<file path="config.mk">
export PLATFORM = sky130hd
export DESIGN_NAME = odtc_ctrl
export DESIGN_NICKNAME = d
export VERILOG_FILES = /design/src/verilog/odtc_pkg.sv /design/src/verilog/odtc_ctrl.sv /design/src/verilog/odtc_delay_line.sv /design/src/verilog/odtc_sync.sv
export SDC_FILE = /design/constraint.sdc
export NUM_CORES = 1
export LEC_CHECK = 0
export BUFFER_PORTS_ARGS = -buffer_cell sky130_fd_sc_hd__buf_2
export CORE_AREA = 2 2 203 205
export CTS_BUF_LIST = sky130_fd_sc_hd__clkbuf_16
export CTS_CLUSTER_SIZE = 10
export DETAILED_ROUTE_END_ITERATION = 10
export DIE_AREA = 0 0 205 207
export PLACE_DENSITY = 0.78
export SLEW_MARGIN = 5
export SYNTH_ARGS = -nofsm -noshare
export SYNTH_HDL_FRONTEND = slang
export SYNTH_SLANG_ARGS = --single-unit
</file>
<file path="constraint.sdc">
create_clock -name pclk -period 8.7 [get_ports pclk]
set_input_delay 0.87 -clock pclk [delete_from_list [all_inputs] [get_ports pclk]]
set_output_delay 0.87 -clock pclk [all_outputs]
set_load 0.03 [all_outputs]
</file>
<file path="src/verilog/odtc_pkg.sv">
// constants, register map and types of the on-die termination controller
package odtc_pkg;
    // register byte addresses
    localparam logic [7:0] ADDR_CTRL = 8'h00;
    localparam logic [7:0] ADDR_LAT = 8'h04;
    localparam logic [7:0] ADDR_MODE = 8'h08;
    localparam logic [7:0] ADDR_STAT = 8'h0C;
    // control register fields
    localparam int CTRL_DLL_OFF = 0;
    localparam int CTRL_PRE2T = 1;
    localparam int CTRL_CRC = 2;
    localparam int CTRL_BL_LSB = 3;
    localparam logic [31:0] CTRL_RESET = 32'h0000_0000;
    // latency register fields, 6 bits each except parity latency
    localparam int LAT_CL_LSB = 0;
    localparam int LAT_CWL_LSB = 8;
    localparam int LAT_AL_LSB = 16;
    localparam int LAT_PL_LSB = 24;
    localparam logic [31:0] LAT_RESET = 32'h0000_0B0E;
    // mode register status fields
    localparam int MODE_NOM_LSB = 0;
    localparam int MODE_WR_LSB = 4;
    localparam int MODE_PARK_LSB = 8;
    // status register fields
    localparam int STAT_SEL_LSB = 0;
    localparam int STAT_CODE_LSB = 2;
    localparam int STAT_WR_WIN = 5;
    localparam int STAT_RD_WIN = 6;
    // mode register fields seen in mode register set commands
    localparam int MR1_NOM_LSB = 8;
    localparam int MR2_WR_LSB = 9;
    localparam int MR2_DYN_A9 = 9;
    localparam int MR2_DYN_A10 = 10;
    localparam int MR5_PARK_LSB = 6;
    localparam logic [2:0] MRS_SEL_MR1 = 3'h1;
    localparam logic [2:0] MRS_SEL_MR2 = 3'h2;
    localparam logic [2:0] MRS_SEL_MR5 = 3'h5;
    localparam logic [13:0] MR_RESET = 14'h0000;
    // burst length modes
    localparam logic [1:0] BL_FIXED8 = 2'h0;
    localparam logic [1:0] BL_FIXED4 = 2'h1;
    localparam logic [1:0] BL_OTF = 2'h2;
    // latency offsets in clock ticks
    localparam int PRE1_SUB = 2;
    localparam int PRE2_SUB = 3;
    localparam int CWN4_1T = 4;
    localparam int CWN8_1T = 6;
    localparam int CWN_1T_CRC = 7;
    localparam int CWN4_2T = 5;
    localparam int CWN8_2T = 7;
    localparam int CWN_2T_CRC = 8;
    localparam int RD_HOLD_1T = 2;
    localparam int RD_HOLD_2T = 3;
    localparam int RD_CRC_EXTRA = 1;
    localparam int BL8_HALF = 4;
    localparam int BC4_HALF = 2;
    // history depth in clock ticks
    localparam int HIST_DEPTH = 64;
    localparam int HIST_IW = 6;
    localparam int SYNC_W = 23;
    typedef enum logic [1:0] {TERM_OFF, TERM_PARK, TERM_NOM, TERM_WR} odtc_term_t;
endpackage : odtc_pkg

</file>
<file path="src/verilog/odtc_ctrl.sv">
// on-die termination controller with register slave on the peripheral bus
`timescale 1ns/1ps
// Functional notes
// - no termination while driving read data; re-enable after the postamble
// - write termination switching enabled when either select bit A9 or A10 is set
// - nominal strength comes from first mode register bits 10..8
// - write strength comes from second mode register bits 11..9
// - park strength comes from fifth mode register bits 8..6
// - without writes, pin switches nominal after direct latency; park while pin low
// - a write with switching enabled and the loop on selects write strength after its on latency, unless a read window is open
// - write strength drops after the short or long latency chosen per burst
// - write on latency is write latency minus 2, or minus 3 with long preamble
// - short preamble, no check code: off at on latency plus 4 or 6
// - off offsets 7/7 short with check code, 5/7 long, 8/8 long with code
// - no write termination switching while the delay-locked loop is off
// - asynchronous termination control whenever the delay-locked loop is off
// - asynchronous mode applies the pin request without added or parity latency
// - asynchronous turn-on follows the synchronised pin at the next bus clock, not a memory clock edge
// - read disables termination from read latency minus 2 or 3 for half burst plus 2-4
// - synchronous direct latency is write plus added plus parity latency minus 2 or 3
module odtc_ctrl (
    // bus clock and reset
    input wire logic pclk,
    input wire logic presetn,
    // peripheral bus slave
    input wire logic psel,
    input wire logic penable,
    input wire logic pwrite,
    input wire logic [31:0] paddr,
    input wire logic [31:0] pwdata,
    output logic [31:0] prdata,
    output logic pready,
    output logic pslverr,
    // memory-side pins
    input wire logic ck,
    input wire logic odt,
    input wire logic cmd_wr,
    input wire logic cmd_rd,
    input wire logic cmd_mrs,
    input wire logic otf_bc4,
    input wire logic [2:0] mrs_sel,
    input wire logic [13:0] mrs_addr,
    // termination state
    output odtc_pkg::odtc_term_t term_sel,
    output logic [2:0] term_code,
    output logic wr_window,
    output logic rd_window
);
    logic [31:0] ctrl;
    logic [31:0] lat;
    logic [13:0] mr1;
    logic [13:0] mr2;
    logic [13:0] mr5;
    logic [odtc_pkg::SYNC_W-1:0] pin_s;
    logic ck_s;
    logic odt_s;
    logic wr_s;
    logic rd_s;
    logic mrs_s;
    logic otf_s;
    logic [2:0] sel_s;
    logic [13:0] addr_s;
    logic ck_q;
    logic tick;
    logic dll_off;
    logic pre2t;
    logic crc_en;
    logic [1:0] bl_mode;
    logic bc4_now;
    logic wr_en;
    logic [2:0] nom_code;
    logic [2:0] wr_code;
    logic [2:0] park_code;
    int wl;
    int rl;
    int sub;
    int cnw;
    int rodtl;
    int rd_hold;
    logic [odtc_pkg::HIST_IW-1:0] idx_cnw;
    logic [odtc_pkg::HIST_IW-1:0] idx_cwn4;
    logic [odtc_pkg::HIST_IW-1:0] idx_cwn8;
    logic [odtc_pkg::HIST_IW-1:0] idx_rdon;
    logic [odtc_pkg::HIST_IW-1:0] idx_rd4;
    logic [odtc_pkg::HIST_IW-1:0] idx_rd8;
    logic [1:0] wr_on_tap;
    logic [1:0] wr_s4_tap;
    logic [1:0] wr_l8_tap;
    logic [1:0] rd_on_tap;
    logic [1:0] rd_s4_tap;
    logic [1:0] rd_l8_tap;
    logic [0:0] odt_tap;
    logic wr_on;
    logic wr_off;
    logic rd_on;
    logic rd_off;
    logic nom_req;
    logic set_wr;
    logic set_rd;
    odtc_pkg::odtc_term_t next_sel;
    logic [2:0] next_code;
    logic bus_access;
    logic addr_hit;

    // latency in ticks to a tap index, clamped to the history
    function automatic logic [odtc_pkg::HIST_IW-1:0] odtc_tap(input int n);
        if (n < 1) begin
            return '0;
        end
        if (n > odtc_pkg::HIST_DEPTH) begin
            return odtc_pkg::HIST_IW'(odtc_pkg::HIST_DEPTH - 1);
        end
        return odtc_pkg::HIST_IW'(n - 1);
    endfunction : odtc_tap

    // offset of write-off latency beyond the write-on latency
    function automatic int odtc_cwn(input logic p2, input logic crc, input logic bc4);
        if (!p2 && !crc) begin
            return bc4 ? odtc_pkg::CWN4_1T : odtc_pkg::CWN8_1T;
        end
        if (!p2) begin
            return odtc_pkg::CWN_1T_CRC;
        end
        if (!crc) begin
            return bc4 ? odtc_pkg::CWN4_2T : odtc_pkg::CWN8_2T;
        end
        return odtc_pkg::CWN_2T_CRC;
    endfunction : odtc_cwn

    // pin synchroniser and memory clock edge finder
    odtc_sync #(
        .W(odtc_pkg::SYNC_W)
    ) u_sync (
        .pclk(pclk),
        .presetn(presetn),
        .din({ck, odt, cmd_wr, cmd_rd, cmd_mrs, otf_bc4, mrs_sel, mrs_addr}),
        .dout(pin_s)
    );
    assign {ck_s, odt_s, wr_s, rd_s, mrs_s, otf_s, sel_s, addr_s} = pin_s;

    always_ff @(posedge pclk or negedge presetn) begin
        if (!presetn) begin
            ck_q <= 1'b0;
        end else begin
            ck_q <= ck_s;
        end
    end
    assign tick = ck_s && !ck_q;

    // configuration decode
    assign dll_off = ctrl[odtc_pkg::CTRL_DLL_OFF];
    assign pre2t = ctrl[odtc_pkg::CTRL_PRE2T];
    assign crc_en = ctrl[odtc_pkg::CTRL_CRC];
    assign bl_mode = ctrl[odtc_pkg::CTRL_BL_LSB +: 2];
    assign bc4_now = (bl_mode == odtc_pkg::BL_FIXED4) || ((bl_mode == odtc_pkg::BL_OTF) && otf_s);
    assign wr_en = mr2[odtc_pkg::MR2_DYN_A9] || mr2[odtc_pkg::MR2_DYN_A10];
    assign nom_code = mr1[odtc_pkg::MR1_NOM_LSB +: 3];
    assign wr_code = mr2[odtc_pkg::MR2_WR_LSB +: 3];
    assign park_code = mr5[odtc_pkg::MR5_PARK_LSB +: 3];

    // latency arithmetic in memory clock ticks
    always_comb begin
        wl = int'(lat[odtc_pkg::LAT_CWL_LSB +: 6]) + int'(lat[odtc_pkg::LAT_AL_LSB +: 6])
            + int'(lat[odtc_pkg::LAT_PL_LSB +: 4]);
        rl = int'(lat[odtc_pkg::LAT_CL_LSB +: 6]) + int'(lat[odtc_pkg::LAT_AL_LSB +: 6])
            + int'(lat[odtc_pkg::LAT_PL_LSB +: 4]);
        sub = pre2t ? odtc_pkg::PRE2_SUB : odtc_pkg::PRE1_SUB;
        cnw = wl - sub;
        rodtl = rl - sub;
        rd_hold = (pre2t ? odtc_pkg::RD_HOLD_2T : odtc_pkg::RD_HOLD_1T)
            + (crc_en ? odtc_pkg::RD_CRC_EXTRA : 0);
    end
    assign idx_cnw = odtc_tap(cnw);
    assign idx_cwn4 = odtc_tap(cnw + odtc_cwn(pre2t, crc_en, 1'b1));
    assign idx_cwn8 = odtc_tap(cnw + odtc_cwn(pre2t, crc_en, 1'b0));
    assign idx_rdon = odtc_tap(rodtl);
    assign idx_rd4 = odtc_tap(rodtl + odtc_pkg::BC4_HALF + rd_hold);
    assign idx_rd8 = odtc_tap(rodtl + odtc_pkg::BL8_HALF + rd_hold);

    // write, read and pin histories
    odtc_delay_line #(
        .W(2)
    ) u_wr_hist (
        .pclk(pclk),
        .presetn(presetn),
        .shift_en(tick),
        .din({bc4_now, wr_s}),
        .idx_a(idx_cnw),
        .idx_b(idx_cwn4),
        .idx_c(idx_cwn8),
        .tap_a(wr_on_tap),
        .tap_b(wr_s4_tap),
        .tap_c(wr_l8_tap)
    );

    odtc_delay_line #(
        .W(2)
    ) u_rd_hist (
        .pclk(pclk),
        .presetn(presetn),
        .shift_en(tick),
        .din({bc4_now, rd_s}),
        .idx_a(idx_rdon),
        .idx_b(idx_rd4),
        .idx_c(idx_rd8),
        .tap_a(rd_on_tap),
        .tap_b(rd_s4_tap),
        .tap_c(rd_l8_tap)
    );

    odtc_delay_line #(
        .W(1)
    ) u_odt_hist (
        .pclk(pclk),
        .presetn(presetn),
        .shift_en(tick),
        .din(odt_s),
        .idx_a(idx_cnw),
        .idx_b(idx_cnw),
        .idx_c(idx_cnw),
        .tap_a(odt_tap),
        .tap_b(),
        .tap_c()
    );

    assign wr_on = wr_on_tap[0];
    assign wr_off = (wr_s4_tap[0] && wr_s4_tap[1]) || (wr_l8_tap[0] && !wr_l8_tap[1]);
    assign rd_on = rd_on_tap[0];
    assign rd_off = (rd_s4_tap[0] && rd_s4_tap[1]) || (rd_l8_tap[0] && !rd_l8_tap[1]);

    // mode register capture from set commands
    always_ff @(posedge pclk or negedge presetn) begin
        if (!presetn) begin
            mr1 <= odtc_pkg::MR_RESET;
            mr2 <= odtc_pkg::MR_RESET;
            mr5 <= odtc_pkg::MR_RESET;
        end else if (tick && mrs_s) begin
            if (sel_s == odtc_pkg::MRS_SEL_MR1) begin
                mr1 <= addr_s;
            end
            if (sel_s == odtc_pkg::MRS_SEL_MR2) begin
                mr2 <= addr_s;
            end
            if (sel_s == odtc_pkg::MRS_SEL_MR5) begin
                mr5 <= addr_s;
            end
        end
    end

    // nominal request: delayed pin in synchronous mode, direct pin otherwise
    always_ff @(posedge pclk or negedge presetn) begin
        if (!presetn) begin
            nom_req <= 1'b0;
        end else if (dll_off) begin
            nom_req <= odt_s;
        end else if (tick) begin
            nom_req <= odt_tap[0];
        end
    end

    // write window, set wins over clear
    assign set_wr = tick && wr_on && wr_en && !dll_off;
    always_ff @(posedge pclk or negedge presetn) begin
        if (!presetn) begin
            wr_window <= 1'b0;
        end else if (set_wr) begin
            wr_window <= 1'b1;
        end else if ((tick && wr_off) || dll_off || !wr_en) begin
            wr_window <= 1'b0;
        end
    end

    // read disable window, set wins over clear
    assign set_rd = tick && rd_on;
    always_ff @(posedge pclk or negedge presetn) begin
        if (!presetn) begin
            rd_window <= 1'b0;
        end else if (set_rd) begin
            rd_window <= 1'b1;
        end else if (tick && rd_off) begin
            rd_window <= 1'b0;
        end
    end

    // termination selection by priority
    always_comb begin
        next_sel = odtc_pkg::TERM_OFF;
        next_code = 3'h0;
        if (rd_window) begin
            next_sel = odtc_pkg::TERM_OFF;
        end else if (wr_window) begin
            next_sel = odtc_pkg::TERM_WR;
            next_code = wr_code;
        end else if (nom_req && (nom_code != 3'h0)) begin
            next_sel = odtc_pkg::TERM_NOM;
            next_code = nom_code;
        end else if (park_code != 3'h0) begin
            next_sel = odtc_pkg::TERM_PARK;
            next_code = park_code;
        end
    end

    always_ff @(posedge pclk or negedge presetn) begin
        if (!presetn) begin
            term_sel <= odtc_pkg::TERM_OFF;
            term_code <= 3'h0;
        end else begin
            term_sel <= next_sel;
            term_code <= next_code;
        end
    end

    // bus slave, zero wait states
    assign bus_access = psel && penable;
    assign addr_hit = (paddr[7:0] == odtc_pkg::ADDR_CTRL) || (paddr[7:0] == odtc_pkg::ADDR_LAT)
        || (paddr[7:0] == odtc_pkg::ADDR_MODE) || (paddr[7:0] == odtc_pkg::ADDR_STAT);
    assign pready = 1'b1;
    assign pslverr = bus_access && (!addr_hit || (paddr[31:8] != 24'h000000));

    always_ff @(posedge pclk or negedge presetn) begin
        if (!presetn) begin
            ctrl <= odtc_pkg::CTRL_RESET;
            lat <= odtc_pkg::LAT_RESET;
        end else if (bus_access && pwrite && !pslverr) begin
            if (paddr[7:0] == odtc_pkg::ADDR_CTRL) begin
                ctrl <= {27'h0, pwdata[4:0]};
            end
            if (paddr[7:0] == odtc_pkg::ADDR_LAT) begin
                lat <= {4'h0, pwdata[27:24], 2'h0, pwdata[21:16], 2'h0, pwdata[13:8],
                    2'h0, pwdata[5:0]};
            end
        end
    end

    always_ff @(posedge pclk or negedge presetn) begin
        if (!presetn) begin
            prdata <= 32'h0000_0000;
        end else if (psel && !penable && !pwrite) begin
            prdata <= 32'h0000_0000;
            case (paddr[7:0])
                odtc_pkg::ADDR_CTRL: prdata <= ctrl;
                odtc_pkg::ADDR_LAT: prdata <= lat;
                odtc_pkg::ADDR_MODE: begin
                    prdata[odtc_pkg::MODE_NOM_LSB +: 3] <= nom_code;
                    prdata[odtc_pkg::MODE_WR_LSB +: 3] <= wr_code;
                    prdata[odtc_pkg::MODE_PARK_LSB +: 3] <= park_code;
                end
                odtc_pkg::ADDR_STAT: begin
                    prdata[odtc_pkg::STAT_SEL_LSB +: 2] <= term_sel;
                    prdata[odtc_pkg::STAT_CODE_LSB +: 3] <= term_code;
                    prdata[odtc_pkg::STAT_WR_WIN] <= wr_window;
                    prdata[odtc_pkg::STAT_RD_WIN] <= rd_window;
                end
                default: prdata <= 32'h0000_0000;
            endcase
        end
    end

    // checks
    chk_read_quiet: assert property (@(posedge pclk) disable iff (!presetn)
        rd_window |=> term_sel == odtc_pkg::TERM_OFF)
        else $error("termination applied during read drive");
    chk_wr_enable: assert property (@(posedge pclk) disable iff (!presetn)
        (term_sel == odtc_pkg::TERM_WR) |-> $past(mr2[10] || mr2[9], 2))
        else $error("write termination without enable bits");
    chk_nom_code: assert property (@(posedge pclk) disable iff (!presetn)
        (term_sel == odtc_pkg::TERM_NOM) |-> term_code == $past(mr1[10:8]))
        else $error("nominal strength mismatch");
    chk_wr_code: assert property (@(posedge pclk) disable iff (!presetn)
        (term_sel == odtc_pkg::TERM_WR) |-> term_code == $past(mr2[11:9]))
        else $error("write strength mismatch");
    chk_park_code: assert property (@(posedge pclk) disable iff (!presetn)
        (term_sel == odtc_pkg::TERM_PARK) |-> term_code == $past(mr5[8:6]))
        else $error("park strength mismatch");
    chk_park_low: assert property (@(posedge pclk) disable iff (!presetn)
        (!rd_window && !wr_window && !nom_req && mr5[8:6] != 3'h0)
        |=> term_sel == odtc_pkg::TERM_PARK)
        else $error("park not applied while pin low");
    chk_wr_start: assert property (@(posedge pclk) disable iff (!presetn)
        (set_wr && !rd_window) |=> wr_window ##1 (term_sel == odtc_pkg::TERM_WR || rd_window))
        else $error("write termination not selected after on latency");
    chk_dll_off_wr: assert property (@(posedge pclk) disable iff (!presetn)
        dll_off |=> !wr_window)
        else $error("write window while loop off");
    chk_async_nom: assert property (@(posedge pclk) disable iff (!presetn)
        (dll_off && odt_s) |=> nom_req)
        else $error("asynchronous pin request delayed");
    chk_wr_end: assert property (@(posedge pclk) disable iff (!presetn)
        (wr_window && tick && wr_off && !set_wr) |=> !wr_window)
        else $error("write window not closed at off latency");
    cov_write_win: cover property (@(posedge pclk) disable iff (!presetn)
        term_sel == odtc_pkg::TERM_WR);
    cov_read_win: cover property (@(posedge pclk) disable iff (!presetn) rd_window);
    cov_async_nom: cover property (@(posedge pclk) disable iff (!presetn)
        dll_off && term_sel == odtc_pkg::TERM_NOM);
endmodule : odtc_ctrl

</file>
<file path="src/verilog/odtc_delay_line.sv">
// tick-stepped history of command events with three variable taps
`timescale 1ns/1ps
module odtc_delay_line #(
    parameter int W = 2
) (
    // clock and reset
    input wire logic pclk,
    input wire logic presetn,
    // one shift per memory clock tick
    input wire logic shift_en,
    input wire logic [W-1:0] din,
    // taps, index 0 is the sample of the previous tick
    input wire logic [odtc_pkg::HIST_IW-1:0] idx_a,
    input wire logic [odtc_pkg::HIST_IW-1:0] idx_b,
    input wire logic [odtc_pkg::HIST_IW-1:0] idx_c,
    output logic [W-1:0] tap_a,
    output logic [W-1:0] tap_b,
    output logic [W-1:0] tap_c
);
    logic [W-1:0] hist [odtc_pkg::HIST_DEPTH];

    always_ff @(posedge pclk or negedge presetn) begin
        if (!presetn) begin
            for (int i = 0; i < odtc_pkg::HIST_DEPTH; i++) begin
                hist[i] <= '0;
            end
        end else if (shift_en) begin
            hist[0] <= din;
            for (int i = 1; i < odtc_pkg::HIST_DEPTH; i++) begin
                hist[i] <= hist[i-1];
            end
        end
    end

    assign tap_a = hist[idx_a];
    assign tap_b = hist[idx_b];
    assign tap_c = hist[idx_c];
endmodule : odtc_delay_line

</file>
<file path="src/verilog/odtc_sync.sv">
// three-stage input synchroniser, value taken once stages two and three agree
`timescale 1ns/1ps
module odtc_sync #(
    parameter int W = 1
) (
    // clock and reset
    input wire logic pclk,
    input wire logic presetn,
    // asynchronous input and its settled copy
    input wire logic [W-1:0] din,
    output logic [W-1:0] dout
);
    logic [W-1:0] s1;
    logic [W-1:0] s2;
    logic [W-1:0] s3;

    always_ff @(posedge pclk or negedge presetn) begin
        if (!presetn) begin
            s1 <= '0;
            s2 <= '0;
            s3 <= '0;
        end else begin
            s1 <= din;
            s2 <= s1;
            s3 <= s2;
        end
    end

    // each bit settles on its own once stages two and three match
    always_ff @(posedge pclk or negedge presetn) begin
        if (!presetn) begin
            dout <= '0;
        end else begin
            for (int i = 0; i < W; i++) begin
                if (s2[i] == s3[i]) begin
                    dout[i] <= s3[i];
                end
            end
        end
    end
endmodule : odtc_sync
</file>
==> results of run 1 <==
sequential cells by signal, indices dropped and copies added (netlist names), 5 cells and up:
| signal | count |
|---|---|
| u_wr_hist.hist | 117 |
| u_rd_hist.hist | 75 |
| u_odt_hist.hist | 64 |
| prdata | 23 |
| lat | 22 |
| u_sync.dout | 15 |
| u_sync.s1 | 15 |
| u_sync.s2 | 15 |
| u_sync.s3 | 15 |
| ctrl | 5 |
cell type report:
cell class                      instances  area, um^2
Fill cell                            3287       14000
Multi-Input combinational cell       2235       13300
Sequential cell                       384        9620
Clock buffer                           46        1150
Timing Repair Buffer                  164        1010
Tap cell                              532         666
Inverter                              124         465
Clock inverter                         24         149
final timing paths:
path | slack (ps) | from | end
max | 1030 | lat[9] | wr_window
min | 340 | presetn | u_sync.s1[17]
max reg2reg | 1030 | lat[9] | wr_window
min reg2reg | 350 | u_sync.s1[11] | u_sync.s2[11]
max in group asynchronous | 6400 | presetn | u_wr_hist.hist[17]
min in group pclk | 350 | u_sync.s1[11] | u_sync.s2[11]
metal layers:
layer / vias to the layer above / share of wire, % / GRT usage, % / routed length (um)
li1: 10424 / - / - / -
met1: 11440 / 40 / 56.0 / 35100
met2: 1532 / 44 / 62.2 / 38500
met3: 306 / 11 / 10.1 / 9360
met5: - / 0.015 / 0 / 13
met4: 2 / 4.6 / 16.1 / 4040
cells by family (layout without fill, tap and decap cells):
logic type	Yosys count	after routing	share of synthesized area, %
compound gates	680	680	20.1
other cells	2	10	0.0313
mux	61	61	2.99
fa+ha+maj	100	100	5.50
flops	384	384	40.1
xor+xnor	33	33	1.35
simple gates	1351	1351	25.0
buf+inv	285	358	4.88
synth_stat cells (all sizes together), types with 11 or more instances:
master / n
and3: 19
a22oi: 16
nand4: 26
nor4: 22
a21o: 20
a211oi: 28
o221ai: 17
o21ai: 186
mux2i: 30
nand2: 872
xnor2: 20
mux2: 25
xor2: 11
o211ai: 32
clkbuf: 108
a31oi: 54
or2: 11
nand2b: 16
nor2b: 12
o311ai: 27
dfrtp: 378
o31ai: 11
buf: 53
maj3: 15
nor3: 41
nor2: 114
inv: 123
nand3b: 26
a221oi: 18
fa: 14
nand3: 107
nor3b: 33
o2111ai: 12
or3: 12
a311oi: 28
ha: 71
a21oi: 92
report_power, final:
group / switching [uW] / total [uW] / internal [uW]
combinational: 254 / 384 / 130
clock: 758 / 1710 / 953
sequential: 161 / 2060 / 1900
metrics by stage:
step | hold WS (ps) | worst slack, ps | utilization (%) | total power (uW)
after floorplan | 331 | 1990 | - | 2270
after global placement | 333 | 1330 | 62.1 | 2430
after detailed placement | 336 | 1200 | 62.1 | 2460
after CTS | 347 | 1150 | 65.3 | 4150
after global routing | 348 | 532 | 65.3 | 4300
final | 336 | 1030 | 65.3 | 4160
==> flow_summary.toml, run 1 <==
[pwr]
p_leak_uw = 0.0121
peakVddDrop_v = 0.000168
power_density_mw_per_mm2 = 158

[sta]
rsz0062_at_grt = "no"
slew_viol_final = 0
worst_pin_slew_ps = 1240
finalSetupViolCount = 0
finClkSkew_ps = 23.9
min_period_ps = 7670
fin_setup_tns_ps = 0
finalCritPeriodShare_pct = 88.1
fmax_ghz = 0.130
finalHoldViolations = 0
slew_headroom_pct = 16.7

[clock_tree]
cts_tree = "done"
path_clk_slew_ps = 60
htree_levels = 2
cts_hold_buf = 0
root_buffer = "clkbuf_16"
cts_resized = 0
clk_path_buf_depth = 3
post_cts_buffers = 0
numCtsBuffers = 46
cts_sinks = 384
clk_latency_ps = 600

[run_status]
status = "completed"

[global_routing]
antenna_found_initial = 1
grt_pass1_vias = 22808
grt_pass1_wl_mm = 133
grt_max_degree = 162
grt_usage_pct = 40.8
globalRouteOverflowTotal = 0

[yosys]
synth-edff-count = 0
yosysWarnings = 0
synth_top_area_share_pct = 39.4
synth_area_leaders = "dfrtp_1, nand2_1, ha_1"
synth.cell_area_mm2 = 0.0240
synthDistinctLibCells = 111
syn_inst = 2896
synth_seq_area_share_pct = 40.1
ys_seq_elements = 384
synth_area_leader_cell = "dfrtp_1"
async_flop_share_pct = 100
synth_ff_type = "dfrtp_1"
avgSynthCellArea_um2 = 8.28

[floorplanning]
dieArea_mm2 = 0.0424
die_y_um = 207
core_mm2 = 0.0404
initial_core_util_pct = 59.4
num_rows = 74
ios = 133
die_w_um = 205

[critical_path]
cpMaxStageDelayCell = "dfstp_2"
worstRegToRegCells = 27
required_ps = 9220
endpoint_kind = "register"
path_common_cell = "buf_4"
path_class = "reg2reg"
critPathBufInv = 5
cpPeakStageDelay_ps = 560
crit_family = "simple AND/OR/NAND/NOR gates"
startpoint_type = "register"
crit_arrival_ps = 8190
cp_num_cells = 27
cp_max_fo = 20

[drt]
drt-wirelength-per-cell_um = 24.8
vias = 23704
wl_mm = 87.0
drtAntennaViolNets = 0
drc_errors = 0
drtIter0Drc = 3362
dr.pass1.iters = 7
vias_per_cell = 6.76

[finish]
antennaDiodeCount = 0
final_common_cell = "nand2_1"
design_area_mm2 = 0.0263
drive_above_1_share_pct = 10.6
final_cell_mix = "nand2_1, dfrtp_1, o21ai_0"
area_growth_pct = 9.85
fin_nets = 3132
final_cells = 3509

[placed_design]
globalplace.congestion = 1.07
dpl-instance-area_mm2 = 0.0250
hpwl_mm = 63.1
io_buffer_count = 104
placed_cells = 3439

[hold_path]
hold_path.class = "in2async"

[run]
drv_cap = 0
(Power assumes the default switching activity.)
==> inputs of run 2 (changes only) <==
==> constraint.sdc (replaced) <==
create_clock -name pclk -period 9.85 [get_ports pclk]
set_input_delay 0.985 -clock pclk [delete_from_list [all_inputs] [get_ports pclk]]
set_output_delay 0.985 -clock pclk [all_outputs]
set_load 0.03 [all_outputs]
==> run 2 against run 1 <==
Register-to-register slack improved by 750 ps; sequential share of layout area increased by 0.15 points; first-iteration DRC count decreased by 5.8%; die area unchanged; clock-buffer cell count unchanged; sequential power decreased by 12%; non-clock buffer count decreased by 11; core utilization decreased by 0.27 points; critical endpoint unchanged.
==> flow_summary.toml, run 2 (synthesis gave the netlist of run 1 again) <==
[run_status]
status = "completed"

[sta]
fmax_ghz = 0.124
slew_headroom_pct = 7.28
finalCritPeriodShare_pct = 81.9
min_period_ps = 8070
rsz0062_at_grt = "no"
finalHoldViolations = 0
slew_viol_final = 0
finClkSkew_ps = 33.7
worst_pin_slew_ps = 1380
setup_ws_ps = 1780
fin_setup_tns_ps = 0
finalSetupViolCount = 0

[finish]
design_area_mm2 = 0.0262
drive_above_1_share_pct = 10.4
final_cell_mix = "nand2_1, dfrtp_1, o21ai_0"
antennaDiodeCount = 0
top_register = "u_wr_hist.hist"
reg_top3 = "u_wr_hist.hist x117, u_rd_hist.hist x75, u_odt_hist.hist x64"
fin_nets = 3121
largest_register_ffs = 117
area_growth_pct = 9.39
final_common_cell = "nand2_1"

[clock_tree]
cts_resized = 0
path_clk_slew_ps = 60
clk_latency_ps = 610
clk_path_buf_depth = 3
numCtsBuffers = 46
cts_sinks = 384
cts_tree = "done"
root_buffer = "clkbuf_16"
htree_levels = 2
post_cts_buffers = 0
cts_hold_buf = 0

[global_routing]
globalRouteOverflowTotal = 0
grt_pass1_wl_mm = 132
grt_pass1_vias = 22389
grt_usage_pct = 40.6
grt_max_degree = 174
antenna_found_initial = 1

[drt]
drtAntennaViolNets = 0
drtIter0Drc = 3168
vias = 23802
drc_errors = 0
wl_mm = 86.9
drt-wirelength-per-cell_um = 24.9
dr.pass1.iters = 9
vias_per_cell = 6.81

[hold_path]
min_from = "u_sync.s1[21]"
hold_depth = 0
hold_end = "u_sync.s2[21]"
hold_path.class = "reg2reg"

[floorplanning]
initial_core_util_pct = 59.4
ios = 133
dieArea_mm2 = 0.0424
die_y_um = 207
num_rows = 74
core_mm2 = 0.0404
die_w_um = 205

[critical_path]
cpPeakStageDelay_ps = 720
worstReg2RegEnd = "wr_window"
cpMaxStageDelayCell = "nor3_1"
cp_max_fo = 20
regToRegSetupSlack_ps = 1780
worstRegToRegCells = 24
crit_family = "simple AND/OR/NAND/NOR gates"
startpoint_type = "register"
endpoint_kind = "register"
critPathBufInv = 2
crit_arrival_ps = 8610
cp_num_cells = 24
required_ps = 10380
path_class = "reg2reg"
regToRegStartpoint = "lat[9]"
worstPathCellList = "ha_1 > fa_1 > ha_1 > fa_1 > a211oi_2 > o21ai_1 > o311a_1 > nor4_1 > buf_4 > nand2_1 > ha_1 > or4b_1 > nor4_1 > o2111ai_1 > nand2_1 > a21oi_1 > buf_4 > nor3_1 > o21ai_1 > a41oi_1 > a311oi_1 > a311o_1 > o2bb2ai_1 > o21ai_1"

[placed_design]
hpwl_mm = 61.9
dp_slack_ps = 1940
globalplace.congestion = 1.08
io_buffer_count = 104
dpl-instance-area_mm2 = 0.0249

[run]
drv_cap = 0

[pwr]
peakVddDrop_v = 0.000128
p_leak_uw = 0.0120
power_density_mw_per_mm2 = 140
run 2: cell type report:
class | count | area, um^2
inverter | 124 | 465
clock buffer | 46 | 1150
clock inverter | 23 | 141
sequential | 384 | 9620
timing repair buffer | 153 | 911
fill | 3319 | 14100
multi-input combinational | 2235 | 13300
tap | 532 | 666
run 2: worst register-to-register path: cells and delay by family (launching register included):
kind	cells	cell delay, ps
adders and majority gates	5	1880
AOI/OAI and AO/OA	11	2400
and+or+nand+nor	6	2670
DFF	1	560
buffers and inverters	2	510
run 2: routing by layer:
metal,share of wire (%),global-route usage (%)
met5,0,0
met1,40,56.6
met4,5.0,18.1
met2,43,60.2
met3,12,10.0
run 2: worst max path at each step:
stage               slack (ps)    from         to
floorplan                 3140  lat[9]  wr_window
global placement          2080  lat[9]  wr_window
detailed placement        1940  lat[9]  wr_window
CTS                       1960  lat[9]  wr_window
global route              1350  lat[9]  wr_window
finish                    1780  lat[9]  wr_window
run 2: per-stage QoR:
stage               total power (uW)  instances  util, %  hold slack, ps
global route                    3810       3497     65.0             351
detailed placement              2170       3428     61.8             336
global placement                2150       3428     61.8             333
CTS                             3680       3497     65.0             345
floorplan                       2010       2904        -             331
finish                          3680       3497     65.0             342
run 2: power by group:
group          switching [uW]  internal, uW  total [uW]  leakage [uW]
clock network             682           841        1520      0.000683
logic                     223           115         338       0.00624
registers                 140          1680        1820       0.00508
